==> src/servo_ctrl_pkg.sv <==
// Shared constants and types for the servo control object dictionary.
package servo_ctrl_pkg;
	// ****************************************
	// Dictionary indices
	// ****************************************
	localparam logic [15:0] IDX_CONTROL_WORD = 16'h6040;
	localparam logic [15:0] IDX_STATUS_WORD = 16'h6041;
	localparam logic [15:0] IDX_MODE_SELECT = 16'h6060;
	localparam logic [15:0] IDX_MODE_READBACK = 16'h6061;
	localparam logic [15:0] IDX_MEASURED_SPEED = 16'h606c;
	localparam logic [15:0] IDX_SPEED_REACH_THR = 16'h606d;
	localparam logic [15:0] IDX_SPEED_REACH_WIN = 16'h606e;
	localparam logic [15:0] IDX_ZERO_SPEED_THR = 16'h606f;
	localparam logic [15:0] IDX_ZERO_SPEED_WIN = 16'h6070;
	localparam logic [15:0] IDX_TARGET_TORQUE = 16'h6071;
	localparam logic [15:0] IDX_TORQUE_REFERENCE = 16'h6074;
	localparam logic [15:0] IDX_REF_POLARITY = 16'h607e;
	localparam logic [15:0] IDX_SPEED_CEILING = 16'h607f;
	localparam logic [15:0] IDX_ACCEL_RATE = 16'h6083;
	localparam logic [15:0] IDX_DECEL_RATE = 16'h6084;
	localparam logic [15:0] IDX_TORQUE_SLOPE = 16'h6087;
	localparam logic [15:0] IDX_TARGET_SPEED = 16'h60ff;
	// ****************************************
	// Reset values
	// ****************************************
	localparam logic [15:0] RST_CONTROL_WORD = 16'h0000;
	localparam logic [7:0] RST_MODE = 8'h00;
	localparam logic [15:0] RST_SPEED_REACH_THR = 16'h000a;
	localparam logic [15:0] RST_SPEED_REACH_WIN = 16'h0000;
	localparam logic [15:0] RST_ZERO_SPEED_THR = 16'h000a;
	localparam logic [15:0] RST_ZERO_SPEED_WIN = 16'h0000;
	localparam logic [7:0] RST_REF_POLARITY = 8'h00;
	localparam logic [31:0] RST_SPEED_CEILING = 32'h06400000;
	localparam logic [31:0] RST_ACCEL_RATE = 32'h682aaaab;
	localparam logic [31:0] RST_DECEL_RATE = 32'h682aaaab;
	localparam logic [31:0] RST_TARGET_SPEED = 32'h00000000;
	localparam logic [15:0] RST_TARGET_TORQUE = 16'h0000;
	localparam logic [31:0] RST_TORQUE_SLOPE = 32'hffffffff;
	// ****************************************
	// Mode codes and control word values
	// ****************************************
	localparam logic [7:0] MODE_PROFILE_VELOCITY = 8'h03;
	localparam logic [7:0] MODE_PROFILE_TORQUE = 8'h04;
	localparam logic [15:0] CW_START = 16'h0000;
	localparam logic [15:0] CW_SHUTDOWN = 16'h0006;
	localparam logic [15:0] CW_SWITCH_ON = 16'h0007;
	localparam logic [15:0] CW_ENABLE = 16'h000f;
	localparam logic [15:0] CW_FAULT_RESET = 16'h0080;
	// Control word bit positions
	localparam int CW_SWITCH_ON_BIT = 0;
	localparam int CW_VOLTAGE_BIT = 1;
	localparam int CW_QSTOP_BIT = 2;
	localparam int CW_OP_ENABLE_BIT = 3;
	localparam int CW_RESET_BIT = 7;
	localparam int CW_HALT_BIT = 8;
	// Status word bit positions
	localparam int SW_READY_BIT = 0;
	localparam int SW_SWITCHED_ON_BIT = 1;
	localparam int SW_ENABLED_BIT = 2;
	localparam int SW_FAULT_BIT = 3;
	localparam int SW_VOLTAGE_BIT = 4;
	localparam int SW_QSTOP_BIT = 5;
	localparam int SW_DISABLED_BIT = 6;
	localparam int SW_ALARM_BIT = 7;
	localparam int SW_REMOTE_BIT = 9;
	localparam int SW_REACHED_BIT = 10;
	localparam int SW_LIMIT_BIT = 11;
	// ****************************************
	// Types
	// ****************************************
	// Drive enable state machine
	typedef enum logic [2:0] {
		ST_SWITCH_ON_DISABLED = 3'b000,
		ST_READY = 3'b001,
		ST_SWITCHED_ON = 3'b010,
		ST_ENABLED = 3'b011,
		ST_QUICK_STOP = 3'b100,
		ST_FAULT = 3'b101
	} drive_state_t;
	// Host user commands
	typedef enum logic [2:0] {
		CMD_WRITE = 3'b000,
		CMD_READ = 3'b001,
		CMD_ENABLE = 3'b010,
		CMD_CLEAR_ALARM = 3'b011,
		CMD_TORQUE_MODE = 3'b100,
		CMD_VELOCITY_MODE = 3'b101
	} host_cmd_t;
	// Host sequencer states
	typedef enum logic [1:0] {
		HS_IDLE = 2'b00,
		HS_ISSUE = 2'b01,
		HS_WAIT = 2'b10
	} host_state_t;
endpackage : servo_ctrl_pkg

==> src/servo_od_if.sv <==
// Object dictionary access link between host controller and drive.
`timescale 1ns/1ns
interface servo_od_if;
	logic req; // Host access request, one cycle
	logic we; // Write when high, read when low
	logic [15:0] index; // Dictionary index
	logic [31:0] wdata; // Write data, low bits used
	logic ack; // Drive answer pulse
	logic [31:0] rdata; // Read data, valid with ack
	logic miss; // Unmapped index, valid with ack
	modport drive (input req, we, index, wdata, output ack, rdata, miss);
	modport host (output req, we, index, wdata, input ack, rdata, miss);
endinterface : servo_od_if

==> src/servo_velocity_torque_ctrl.sv <==
// Drive end: object dictionary, enable state machine and torque ramp.
`timescale 1ns/1ns
// What this block does
// - Mode 4 runs torque control from target
// - Mode 3 runs speed control from target
// - Host enables with start, 6, 7, 15
// - Rising edge of 128 clears clearable alarm
// - Enabled only while bits 0,1,3 set
// - Control bit 2 low forces quick stop from enabled
// - One fault reset per bit 7 rise
// - Bit 7 high ignores other control bits
// - Bit 8 halts motion, clear resumes
// - Unused control bits have no effect
// - Status enabled and ready bits track state
// - Status bit 6 while enable impossible
// - Status bit 3 shows drive fault
// - Status bit 7 shows alarm
// - Status bit 9 once control word accepted
// - Status bit 10 when torque target reached
// - Status bit 11 shows position limit
// - Torque reference ramps at slope rate
module servo_velocity_torque_ctrl import servo_ctrl_pkg::*; (
	input wire logic ref_clk,
	input wire logic rst,
	input wire logic ce,
	servo_od_if.drive od,
	input wire logic fault_event,
	input wire logic alarm_event,
	input wire logic alarm_clearable,
	input wire logic sw_limit_hit,
	input wire logic [31:0] measured_speed_in,
	output logic drive_enabled,
	output logic velocity_run,
	output logic torque_run,
	output logic [31:0] speed_command,
	output logic [15:0] torque_reference,
	output logic [15:0] status_word
);
	// ****************************************
	// State
	// ****************************************
	typedef struct packed {
		logic [15:0] control_word;
		logic [7:0] operation_mode_select;
		logic [7:0] operation_mode_readback;
		logic [15:0] speed_reach_threshold;
		logic [15:0] speed_reach_window;
		logic [15:0] zero_speed_threshold;
		logic [15:0] zero_speed_window;
		logic [7:0] reference_polarity;
		logic [31:0] speed_ceiling;
		logic [31:0] profile_accel_rate;
		logic [31:0] profile_decel_rate;
		logic [31:0] target_speed;
		logic [15:0] target_torque;
		logic [31:0] torque_slope;
		logic [15:0] torque_ref;
		logic [31:0] speed_cmd;
		drive_state_t state;
		logic fault;
		logic alarm;
		logic remote;
		logic reset_bit_prev;
		logic ack;
		logic miss;
		logic [31:0] rdata;
		logic [15:0] status;
	} drive_regs_t;

	drive_regs_t cur; // Registered state
	drive_regs_t next_cur; // Next state
	logic [3:0] cw; // Enable-relevant control bits
	logic reset_rise; // Fault reset edge this cycle
	logic halt; // Halt request
	logic in_torque; // Torque mode selected
	logic running; // Enabled and not halted
	logic signed [15:0] goal; // Torque the ramp heads for
	logic signed [16:0] diff; // Goal minus present reference
	logic [16:0] mag; // Magnitude of diff
	logic [16:0] step; // Ramp step this cycle
	logic [15:0] stat; // Status word being built
	logic [31:0] rd; // Read mux

	// ****************************************
	// Next state
	// ****************************************
	// All decisions in one process; the register update below only copies
	always_comb begin
		next_cur = cur;
		cw = cur.control_word[3:0];
		// Halt is a control reference too, so a held reset bit masks it
		halt = cur.control_word[CW_HALT_BIT] && !cur.control_word[CW_RESET_BIT];
		reset_rise = cur.control_word[CW_RESET_BIT] & ~cur.reset_bit_prev;
		next_cur.reset_bit_prev = cur.control_word[CW_RESET_BIT];
		in_torque = (cur.operation_mode_readback == MODE_PROFILE_TORQUE);
		running = (cur.state == ST_ENABLED) && !halt;

		// Enable sequence; frozen while the reset bit is held
		if (cur.control_word[CW_RESET_BIT]) begin
			// Other control references inactive during reset
			next_cur.state = cur.state;
		end else begin
			case (cur.state)
				ST_SWITCH_ON_DISABLED: begin
					if (cw[2:0] == CW_SHUTDOWN[2:0]) begin
						next_cur.state = ST_READY;
					end
				end
				ST_READY: begin
					if (!cw[CW_VOLTAGE_BIT] || !cw[CW_QSTOP_BIT]) begin
						next_cur.state = ST_SWITCH_ON_DISABLED;
					end else if (cw[CW_SWITCH_ON_BIT]) begin
						next_cur.state = ST_SWITCHED_ON;
					end
				end
				ST_SWITCHED_ON: begin
					if (!cw[CW_VOLTAGE_BIT] || !cw[CW_QSTOP_BIT]) begin
						next_cur.state = ST_SWITCH_ON_DISABLED;
					end else if (!cw[CW_SWITCH_ON_BIT]) begin
						next_cur.state = ST_READY;
					end else if (cw[CW_OP_ENABLE_BIT]) begin
						next_cur.state = ST_ENABLED;
					end
				end
				ST_ENABLED: begin
					if (!cw[CW_VOLTAGE_BIT]) begin
						next_cur.state = ST_SWITCH_ON_DISABLED;
					end else if (!cw[CW_QSTOP_BIT]) begin
						next_cur.state = ST_QUICK_STOP;
					end else if (!cw[CW_SWITCH_ON_BIT]) begin
						next_cur.state = ST_READY;
					end else if (!cw[CW_OP_ENABLE_BIT]) begin
						next_cur.state = ST_SWITCHED_ON;
					end
				end
				ST_QUICK_STOP: begin
					// Leave once the torque reference has ramped out
					if (cur.torque_ref == 16'h0000) begin
						next_cur.state = ST_SWITCH_ON_DISABLED;
					end
				end
				ST_FAULT: begin
					next_cur.state = ST_FAULT;
				end
				default: begin
					next_cur.state = ST_SWITCH_ON_DISABLED;
				end
			endcase
		end

		// Fault reset edge clears a clearable alarm; new events win over it
		if (reset_rise && alarm_clearable) begin
			next_cur.fault = 1'b0;
			next_cur.alarm = 1'b0;
			if (cur.state == ST_FAULT) begin
				next_cur.state = ST_SWITCH_ON_DISABLED;
			end
		end
		if (alarm_event) begin
			next_cur.alarm = 1'b1;
		end
		if (fault_event) begin
			next_cur.fault = 1'b1;
			next_cur.alarm = 1'b1;
			next_cur.state = ST_FAULT;
		end

		// Torque ramp: head for target while running in torque mode, else for zero
		goal = (running && in_torque) ? $signed(cur.target_torque) : 16'sh0000;
		diff = {goal[15], goal} - {cur.torque_ref[15], cur.torque_ref};
		mag = diff[16] ? 17'(-diff) : 17'(diff);
		step = (cur.torque_slope > {15'h0000, mag}) ? mag : cur.torque_slope[16:0];
		if (diff[16]) begin
			next_cur.torque_ref = 16'(cur.torque_ref - step[15:0]);
		end else begin
			next_cur.torque_ref = 16'(cur.torque_ref + step[15:0]);
		end

		// Speed command follows target only in velocity mode, unhalted
		if (running && cur.operation_mode_readback == MODE_PROFILE_VELOCITY) begin
			next_cur.speed_cmd = cur.target_speed;
		end else begin
			next_cur.speed_cmd = 32'h00000000;
		end

		// Status word
		stat = 16'h0000;
		stat[SW_READY_BIT] = (cur.state == ST_READY) || (cur.state == ST_SWITCHED_ON)
			|| (cur.state == ST_ENABLED);
		stat[SW_SWITCHED_ON_BIT] = stat[SW_READY_BIT];
		stat[SW_VOLTAGE_BIT] = stat[SW_READY_BIT];
		stat[SW_ENABLED_BIT] = (cur.state == ST_ENABLED);
		stat[SW_FAULT_BIT] = cur.fault;
		stat[SW_QSTOP_BIT] = (cur.state != ST_QUICK_STOP);
		stat[SW_DISABLED_BIT] = (cur.state == ST_SWITCH_ON_DISABLED)
			|| (cur.state == ST_FAULT);
		stat[SW_ALARM_BIT] = cur.alarm;
		stat[SW_REMOTE_BIT] = cur.remote;
		stat[SW_REACHED_BIT] = in_torque && (cur.torque_ref == cur.target_torque)
			&& (cur.state == ST_ENABLED);
		stat[SW_LIMIT_BIT] = sw_limit_hit;
		next_cur.status = stat;

		// Dictionary read mux; narrow objects sit in the low bits
		case (od.index)
			IDX_CONTROL_WORD: rd = {16'h0000, cur.control_word};
			IDX_STATUS_WORD: rd = {16'h0000, cur.status};
			IDX_MODE_SELECT: rd = {24'h000000, cur.operation_mode_select};
			IDX_MODE_READBACK: rd = {24'h000000, cur.operation_mode_readback};
			IDX_MEASURED_SPEED: rd = measured_speed_in;
			IDX_SPEED_REACH_THR: rd = {16'h0000, cur.speed_reach_threshold};
			IDX_SPEED_REACH_WIN: rd = {16'h0000, cur.speed_reach_window};
			IDX_ZERO_SPEED_THR: rd = {16'h0000, cur.zero_speed_threshold};
			IDX_ZERO_SPEED_WIN: rd = {16'h0000, cur.zero_speed_window};
			IDX_TARGET_TORQUE: rd = {16'h0000, cur.target_torque};
			IDX_TORQUE_REFERENCE: rd = {16'h0000, cur.torque_ref};
			IDX_REF_POLARITY: rd = {24'h000000, cur.reference_polarity};
			IDX_SPEED_CEILING: rd = cur.speed_ceiling;
			IDX_ACCEL_RATE: rd = cur.profile_accel_rate;
			IDX_DECEL_RATE: rd = cur.profile_decel_rate;
			IDX_TORQUE_SLOPE: rd = cur.torque_slope;
			IDX_TARGET_SPEED: rd = cur.target_speed;
			default: rd = 32'hffffffff;
		endcase

		// Access answer, one cycle after the request
		next_cur.ack = od.req;
		next_cur.miss = od.req && (rd == 32'hffffffff) && (od.index != IDX_ACCEL_RATE)
			&& (od.index != IDX_DECEL_RATE) && (od.index != IDX_TORQUE_SLOPE)
			&& (od.index != IDX_SPEED_CEILING) && (od.index != IDX_TARGET_SPEED)
			&& (od.index != IDX_MEASURED_SPEED);
		next_cur.rdata = (od.req && !od.we) ? (next_cur.miss ? 32'h00000000 : rd) : cur.rdata;

		// Writes; read-only indices are taken but change nothing
		if (od.req && od.we) begin
			case (od.index)
				IDX_CONTROL_WORD: begin
					next_cur.control_word = od.wdata[15:0];
					next_cur.remote = 1'b1;
				end
				IDX_MODE_SELECT: begin
					next_cur.operation_mode_select = od.wdata[7:0];
				end
				IDX_SPEED_REACH_THR: next_cur.speed_reach_threshold = od.wdata[15:0];
				IDX_SPEED_REACH_WIN: next_cur.speed_reach_window = od.wdata[15:0];
				IDX_ZERO_SPEED_THR: next_cur.zero_speed_threshold = od.wdata[15:0];
				IDX_ZERO_SPEED_WIN: next_cur.zero_speed_window = od.wdata[15:0];
				IDX_TARGET_TORQUE: next_cur.target_torque = od.wdata[15:0];
				IDX_REF_POLARITY: next_cur.reference_polarity = od.wdata[7:0];
				IDX_SPEED_CEILING: next_cur.speed_ceiling = od.wdata;
				IDX_ACCEL_RATE: next_cur.profile_accel_rate = od.wdata;
				IDX_DECEL_RATE: next_cur.profile_decel_rate = od.wdata;
				IDX_TORQUE_SLOPE: next_cur.torque_slope = od.wdata;
				IDX_TARGET_SPEED: next_cur.target_speed = od.wdata;
				default: begin
				end
			endcase
		end
		// Selected mode takes effect one cycle after it is written
		next_cur.operation_mode_readback = cur.operation_mode_select;
	end

	// ****************************************
	// Register update
	// ****************************************
	// Synchronous reset; clock enable freezes everything
	always_ff @(posedge ref_clk) begin
		if (rst) begin
			cur <= '0;
			cur.control_word <= RST_CONTROL_WORD;
			cur.operation_mode_select <= RST_MODE;
			cur.operation_mode_readback <= RST_MODE;
			cur.speed_reach_threshold <= RST_SPEED_REACH_THR;
			cur.speed_reach_window <= RST_SPEED_REACH_WIN;
			cur.zero_speed_threshold <= RST_ZERO_SPEED_THR;
			cur.zero_speed_window <= RST_ZERO_SPEED_WIN;
			cur.reference_polarity <= RST_REF_POLARITY;
			cur.speed_ceiling <= RST_SPEED_CEILING;
			cur.profile_accel_rate <= RST_ACCEL_RATE;
			cur.profile_decel_rate <= RST_DECEL_RATE;
			cur.target_speed <= RST_TARGET_SPEED;
			cur.target_torque <= RST_TARGET_TORQUE;
			cur.torque_slope <= RST_TORQUE_SLOPE;
			cur.state <= ST_SWITCH_ON_DISABLED;
			cur.status <= 16'h0060;
		end else if (ce) begin
			cur <= next_cur;
		end
	end

	// ****************************************
	// Outputs
	// ****************************************
	assign od.ack = cur.ack && ce;
	assign od.rdata = cur.rdata;
	assign od.miss = cur.miss;
	assign drive_enabled = cur.status[SW_ENABLED_BIT];
	assign velocity_run = (cur.speed_cmd != 32'h00000000);
	assign torque_run = (cur.operation_mode_readback == MODE_PROFILE_TORQUE)
		&& (cur.state == ST_ENABLED);
	assign speed_command = cur.speed_cmd;
	assign torque_reference = cur.torque_ref;
	assign status_word = cur.status;
endmodule : servo_velocity_torque_ctrl

==> src/flat_wrapper.sv <==
// flat-port wrapper written by rule: the top's interface ports become plain ports
module servo_velocity_torque_ctrl_flat import servo_ctrl_pkg::*;
  (ref_clk, rst, ce, fault_event, alarm_event, alarm_clearable, sw_limit_hit, measured_speed_in, drive_enabled, velocity_run, torque_run, speed_command, torque_reference, status_word, od_req, od_we, od_index, od_wdata, od_ack, od_rdata, od_miss);
  servo_od_if od_i ();
  input wire logic ref_clk;
  input wire logic rst;
  input wire logic ce;
  input wire logic fault_event;
  input wire logic alarm_event;
  input wire logic alarm_clearable;
  input wire logic sw_limit_hit;
  input wire logic [31:0] measured_speed_in;
  output logic drive_enabled;
  output logic velocity_run;
  output logic torque_run;
  output logic [31:0] speed_command;
  output logic [15:0] torque_reference;
  output logic [15:0] status_word;
  input wire logic [$bits(od_i.req)-1:0] od_req;
  input wire logic [$bits(od_i.we)-1:0] od_we;
  input wire logic [$bits(od_i.index)-1:0] od_index;
  input wire logic [$bits(od_i.wdata)-1:0] od_wdata;
  output wire logic [$bits(od_i.ack)-1:0] od_ack;
  output wire logic [$bits(od_i.rdata)-1:0] od_rdata;
  output wire logic [$bits(od_i.miss)-1:0] od_miss;
  assign od_i.req = od_req;
  assign od_i.we = od_we;
  assign od_i.index = od_index;
  assign od_i.wdata = od_wdata;
  assign od_ack = od_i.ack;
  assign od_rdata = od_i.rdata;
  assign od_miss = od_i.miss;
  servo_velocity_torque_ctrl u_core (.ref_clk(ref_clk), .rst(rst), .ce(ce), .od(od_i), .fault_event(fault_event), .alarm_event(alarm_event), .alarm_clearable(alarm_clearable), .sw_limit_hit(sw_limit_hit), .measured_speed_in(measured_speed_in), .drive_enabled(drive_enabled), .velocity_run(velocity_run), .torque_run(torque_run), .speed_command(speed_command), .torque_reference(torque_reference), .status_word(status_word));
endmodule
==> config.mk <==
export PLATFORM = sky130hd
export DESIGN_NAME = servo_velocity_torque_ctrl_flat
export DESIGN_NICKNAME = d
export VERILOG_FILES = /design/src/servo_ctrl_pkg.sv /design/src/servo_od_if.sv /design/src/servo_velocity_torque_ctrl.sv /design/src/flat_wrapper.sv
export SDC_FILE = /design/constraint.sdc
export NUM_CORES = 1
export LEC_CHECK = 0
export BUFFER_PORTS_ARGS = -buffer_cell sky130_fd_sc_hd__buf_4
export CAP_MARGIN = 20
export CELL_PAD_IN_SITES_DETAIL_PLACEMENT = 0
export CELL_PAD_IN_SITES_GLOBAL_PLACEMENT = 1
export CORE_AREA = 2 2 221 223
export CTS_CLUSTER_SIZE = 30
export DETAILED_ROUTE_END_ITERATION = 10
export DIE_AREA = 0 0 223 225
export PLACE_DENSITY = 0.81
export REMOVE_ABC_BUFFERS = 1
export SYNTH_ARGS = -nofsm -noshare
export SYNTH_HDL_FRONTEND = slang
export SYNTH_SLANG_ARGS = --single-unit
==> constraint.sdc <==
create_clock -name ref_clk -period 27 [get_ports ref_clk]
set_clock_uncertainty 0.2 [all_clocks]
set_input_delay 5.4 -clock ref_clk [delete_from_list [all_inputs] [get_ports ref_clk]]
set_output_delay 5.4 -clock ref_clk [all_outputs]
set_load 0.005 [all_outputs]
# Word level (Yosys, flattened, before mapping)
# Index checks and enable logic that the tools add are counted.
# W data, S select, Z words.
[word_totals]
ff_bits = 380
latchBits = 0
mem_bits_rw = 0
rom_bits = 0
inputBits = 89
out_inout_bits = 101
elab_cells = 138
mem_count = 0
[op_classes]
add_sub_neg = 4
mul = 0
n_div = 0
order_cmp = 1
n_eq_ne = 34
shifts = 0
mux = 24
n_bitwise = 2
n_reduce_logical = 48
[op_table]
columns = ["cell", "count"]
rows = [
  ["$pmux W32 S17", 1],
  ["$eq A16 B15 Y1 const B", 17],
  ["$ne A16 B15 Y1 const B", 6],
  ["$mux W32", 2],
  ["$mux W16", 3],
  ["$mux W3", 13],
  ["$reduce_and A3 Y1", 13],
  ["$eq A32 B32 Y1 const B", 1],
  ["$gt A32 B17 Y1", 1],
  ["$reduce_bool A32 Y1", 1],
  ["$logic_and A1 B1 Y1", 18],
  ["$pmux W3 S6", 1],
  ["$mux W17", 1],
  ["$neg A17 Y17", 1],
  ["$sub A16 B16 Y17", 1],
  ["$add A16 B16 Y16", 1],
  ["$eq A16 B16 Y1", 1],
  ["$logic_not A16 Y1", 1],
  ["$sub A16 B16 Y16", 1],
  ["$mux W5", 2],
  ["$eq A3 B3 Y1 const B", 3],
  ["$eq A8 B2 Y1 const B", 1],
  ["$eq A8 B3 Y1 const B", 1],
  ["$eq A3 B2 Y1 const B", 2],
  ["other kinds (11)", 20],
]

# Logic depth before layout (Yosys ltp)
[depth]
depth_word = 13
depth_mapped = 47
depth_no_buf = 42

# Worst setup path before layout
# No wires, ideal clock.
[synth_timing]
path_kind = "input -> output"
from = "in ce"
to = "out od_ack"
t_arrival_ns = 6.364
required_ns = 21.400
path_slack_ns = 15.036
path_stages = 4
n_path_buf = 3
cell_sequence = "clkbuf_1 clkbuf_1 buf_1 and2_1"
[synth_between]
elab_chain_cells = 1
[synth_rtl]
columns = ["item", "line", "source"]
rows = [
  ["start: declaration", "flat_wrapper.sv:7", "input wire logic ce;"],
  ["$logic_and A1 B1 Y1", "servo_velocity_torque_ctrl.sv:294", "assign od.ack = cur.ack && ce;"],
  ["end: declaration", "flat_wrapper.sv:23", "output wire logic [$bits(od_i.ack)-1:0] od_ack;"],
]
# No other way between the ends.

# Final worst setup path
# Ends and elaborated chain as after synthesis.

==> flow_metrics.env <==
export IMPL_status="finished, final reports clean"
export IMPL_vdd_ir_drop_max_v=0.0000499
export IMPL_min_path_type="flop to flop"
export IMPL_synthTopCellsByCount="nand2_1, dfxtp_1, a21oi_1"
export IMPL_period_needed_ps=11420
export IMPL_synth_flop_cell="dfxtp_1"
export IMPL_place_port_buffers=184
export IMPL_core_area_sq_um=47500
export IMPL_antenna_left=0
export IMPL_routed_wl_microns=69800
export IMPL_post_synth_num_cell_types=86
export IMPL_finalSetupViolations=0
export IMPL_cts_htree_levels=2
export IMPL_grt_max_degree=205
export IMPL_drtIter0Drc=2242
export IMPL_grt_pass1_vias=17601
export IMPL_min_period_over_period_pct=42.3
export IMPL_reg2reg_depth=37
export IMPL_synth_most_common_cell="nand2_1"
export IMPL_wl_per_cell_microns=21.8
export IMPL_cts_root_buf="clkbuf_16"
export IMPL_nNetsFinal=2696
export IMPL_report_final_slew_viol_count=0
export IMPL_min_from="u_core.cur[251]$_SDFFE_PP0P_"
export IMPL_cp_max_fo=4
export IMPL_grt_use_total_pct=26.8
export IMPL_whs_path_depth=2
export IMPL_postCtsHoldBufs=0
export IMPL_cts_buffers=43
export IMPL_cts_setup_buffers=0
export IMPL_cp_arrival_ps=5820
export IMPL_fillers=4671
export IMPL_rows=80
export IMPL_powerDensity_nw_per_um2=86.4
export IMPL_cp_data_required_time_ps=21400
export IMPL_max_slew_margin_pct=20.8
export IMPL_ioPinCount=190
export IMPL_cts_sinks=378
export IMPL_synthArstFlopShare_pct=0
export IMPL_yosys_warnings=0
export IMPL_syn_inst=2569
export IMPL_die_area_sq_um=50200
export IMPL_start_util_pct=41.8
export IMPL_drive_above_1_share_pct=13.3
export IMPL_rrSetupSlack_ps=15830
export IMPL_rsz0062_at_grt="false"
export IMPL_hold_slack_ps=252
export IMPL_drtPass1Iterations=6
export IMPL_setup_worst_path_start_class="input pin"
export IMPL_holdPathEnd="u_core.cur[251]$_SDFFE_PP0P_"
export IMPL_r2r_end="u_core.torque_reference[15]$_SDFFE_PP0P_"
export IMPL_vias_per_cell=5.93
export IMPL_leakage_nw=8.25
export IMPL_die_w_microns=223
export IMPL_setup_tns_ps=0
export IMPL_maxCapViolations=0
export IMPL_regArea_sq_um=7570
export IMPL_die_h_microns=225
export IMPL_power_mw=1.94
export IMPL_synthTopCellsByArea="dfxtp_1, nand2_1, a21oi_1"
export IMPL_cts_tree="built"
export IMPL_tightest_slew_ps=1190
export IMPL_post_cts_resized=0
export IMPL_place_congestion=0.926
export IMPL_cts_clk_slew_worst_paths_ps=60
export IMPL_pre_cts_slack_ps=15580
export IMPL_grt_ovfl_total=0
export IMPL_clk_path_buf_depth=3
export IMPL_drc=0
export IMPL_area_delta_synth_final_pct=13.2
export IMPL_clock_fmax_ghz=0.0876
export IMPL_multi_input_area_sq_um=10900
export IMPL_synth_edf_count=0
export IMPL_synth_seq_area_share_pct=38.1
export IMPL_clock_latency_ps=580
export IMPL_hold_viol_final=0
export IMPL_netlist_area_sq_um=19900
export IMPL_grt_pass1_wl_microns=105000
export IMPL_vias=19025
export IMPL_endpoint_kind="output port"
export IMPL_ys_seq_elements=378
export IMPL_dp_hpwl_microns=46200
export IMPL_antenna_found_initial=1
export IMPL_r2r_start="u_core.cur[54]$_SDFFE_PP0P_"
export IMPL_netlist_top_cell_by_area="dfxtp_1"
export IMPL_setup_slack_ps=15580
export IMPL_critPathKind="input pin to output port"
export IMPL_synth_top_area_share_pct=38.1
export IMPL_synth_avg_cell_area_sq_um=7.73
[state kept, by name, indices dropped and copies added, names as in the netlist]
register / count
u_core.cur: 288
u_core.torque_reference: 16
u_core.status_word: 9
u_core.od.rdata: 32
u_core.od.miss: 1
u_core.speed_command: 32
[power breakdown]
group	switching (mW)	leakage, nW	internal, mW	total (mW)
Clock	0.243	0.733	0.375	0.619
Combinational	0.415	4.46	0.310	0.725
Sequential	0.0280	3.05	0.569	0.597
[layout by cell type (no fill, tap or decap), types with 7 or more instances in the layout]
| cell type | instances |
|---|---|
| and2_1 | 17 |
| a211oi_1 | 17 |
| nand2b_1 | 9 |
| a21o_1 | 17 |
| nor2_1 | 164 |
| clkbuf_8 | 9 |
| nor3_1 | 36 |
| or4_1 | 7 |
| ha_1 | 46 |
| o21ai_0 | 44 |
| o21a_1 | 10 |
| and3_1 | 8 |
| or2_2 | 8 |
| nor2b_1 | 44 |
| inv_1 | 29 |
| xnor2_1 | 45 |
| nand4_1 | 42 |
| clkinv_2 | 7 |
| xor2_1 | 30 |
| mux2i_1 | 35 |
| mux2_2 | 8 |
| buf_4 | 214 |
| nand2_1 | 615 |
| nand3_1 | 41 |
| a21oi_1 | 297 |
| clkbuf_1 | 7 |
| a211o_1 | 32 |
| a22o_1 | 10 |
| a221oi_1 | 16 |
| a222oi_1 | 48 |
| dfxtp_1 | 378 |
| nor4_1 | 23 |
| a22oi_1 | 51 |
| nand3b_1 | 44 |
| clkbuf_16 | 43 |
[metal layers]
| metal | track usage (%) | routed length, microns | share of wire, % | vias up |
|---|---|---|---|---|
| met1 | 37.1 | 30400 | 44 | 9179 |
| met2 | 42.8 | 31600 | 45 | 869 |
| met3 | 4.33 | 5650 | 8.1 | 104 |
| met5 | 0 | 0 | 0 | - |
| li1 | - | - | - | 8873 |
| met4 | 8.59 | 2140 | 3.1 | 0 |
[final cells by class]
cell class / count / area share, %
antenna: 1 / 0.0111
clock buffer: 59 / 5.46
clock inverter: 17 / 1.17
timing repair buffer: 218 / 7.42
sequential: 378 / 33.7
inverter: 31 / 0.518
multi-input combinational: 1887 / 48.3
tap: 615 / 3.42
[how the worst max path moves through the flow]
stage	startpoint	end	slack, ps	cells past startpoint
2_1_floorplan	ce	od_ack	15880	1
3_3_place_gp	ce	od_ack	15580	3
3_5_place_dp	ce	od_ack	15580	3
4_1_cts	ce	od_ack	15570	3
5_1_grt	u_core.cur[54]$_SDFFE_PP0P_	u_core.torque_reference[15]$_SDFFE_PP0P_	15140	37
6_report	ce	od_ack	15580	3
[metrics by stage]
step,instance area [sq um],cells,util [%]
finish,22500,3206,47.3
global route,22500,3206,47.3
CTS,22400,3202,47.2
detailed placement,20900,3126,44.1
global placement,20900,3126,44.1
floorplan,18500,2296,-
[critical path, stage by stage]
cell	delay, ps
buf_4	140
and2_1	140
buf_4	130
[kinds of logic after synthesis]
group,Yosys count,share of synthesized area (%)
AND/OR/NAND/NOR,1109,25.4
other,1,0.0189
flip-flops,378,38.1
adder cells (fa/ha/maj),49,3.16
buffers and inverters,308,7.68
AO/OA/AOI/OAI,603,19.9
XOR/XNOR,77,3.47
multiplexers,44,2.27
Power figures use the tool's default switching activity.
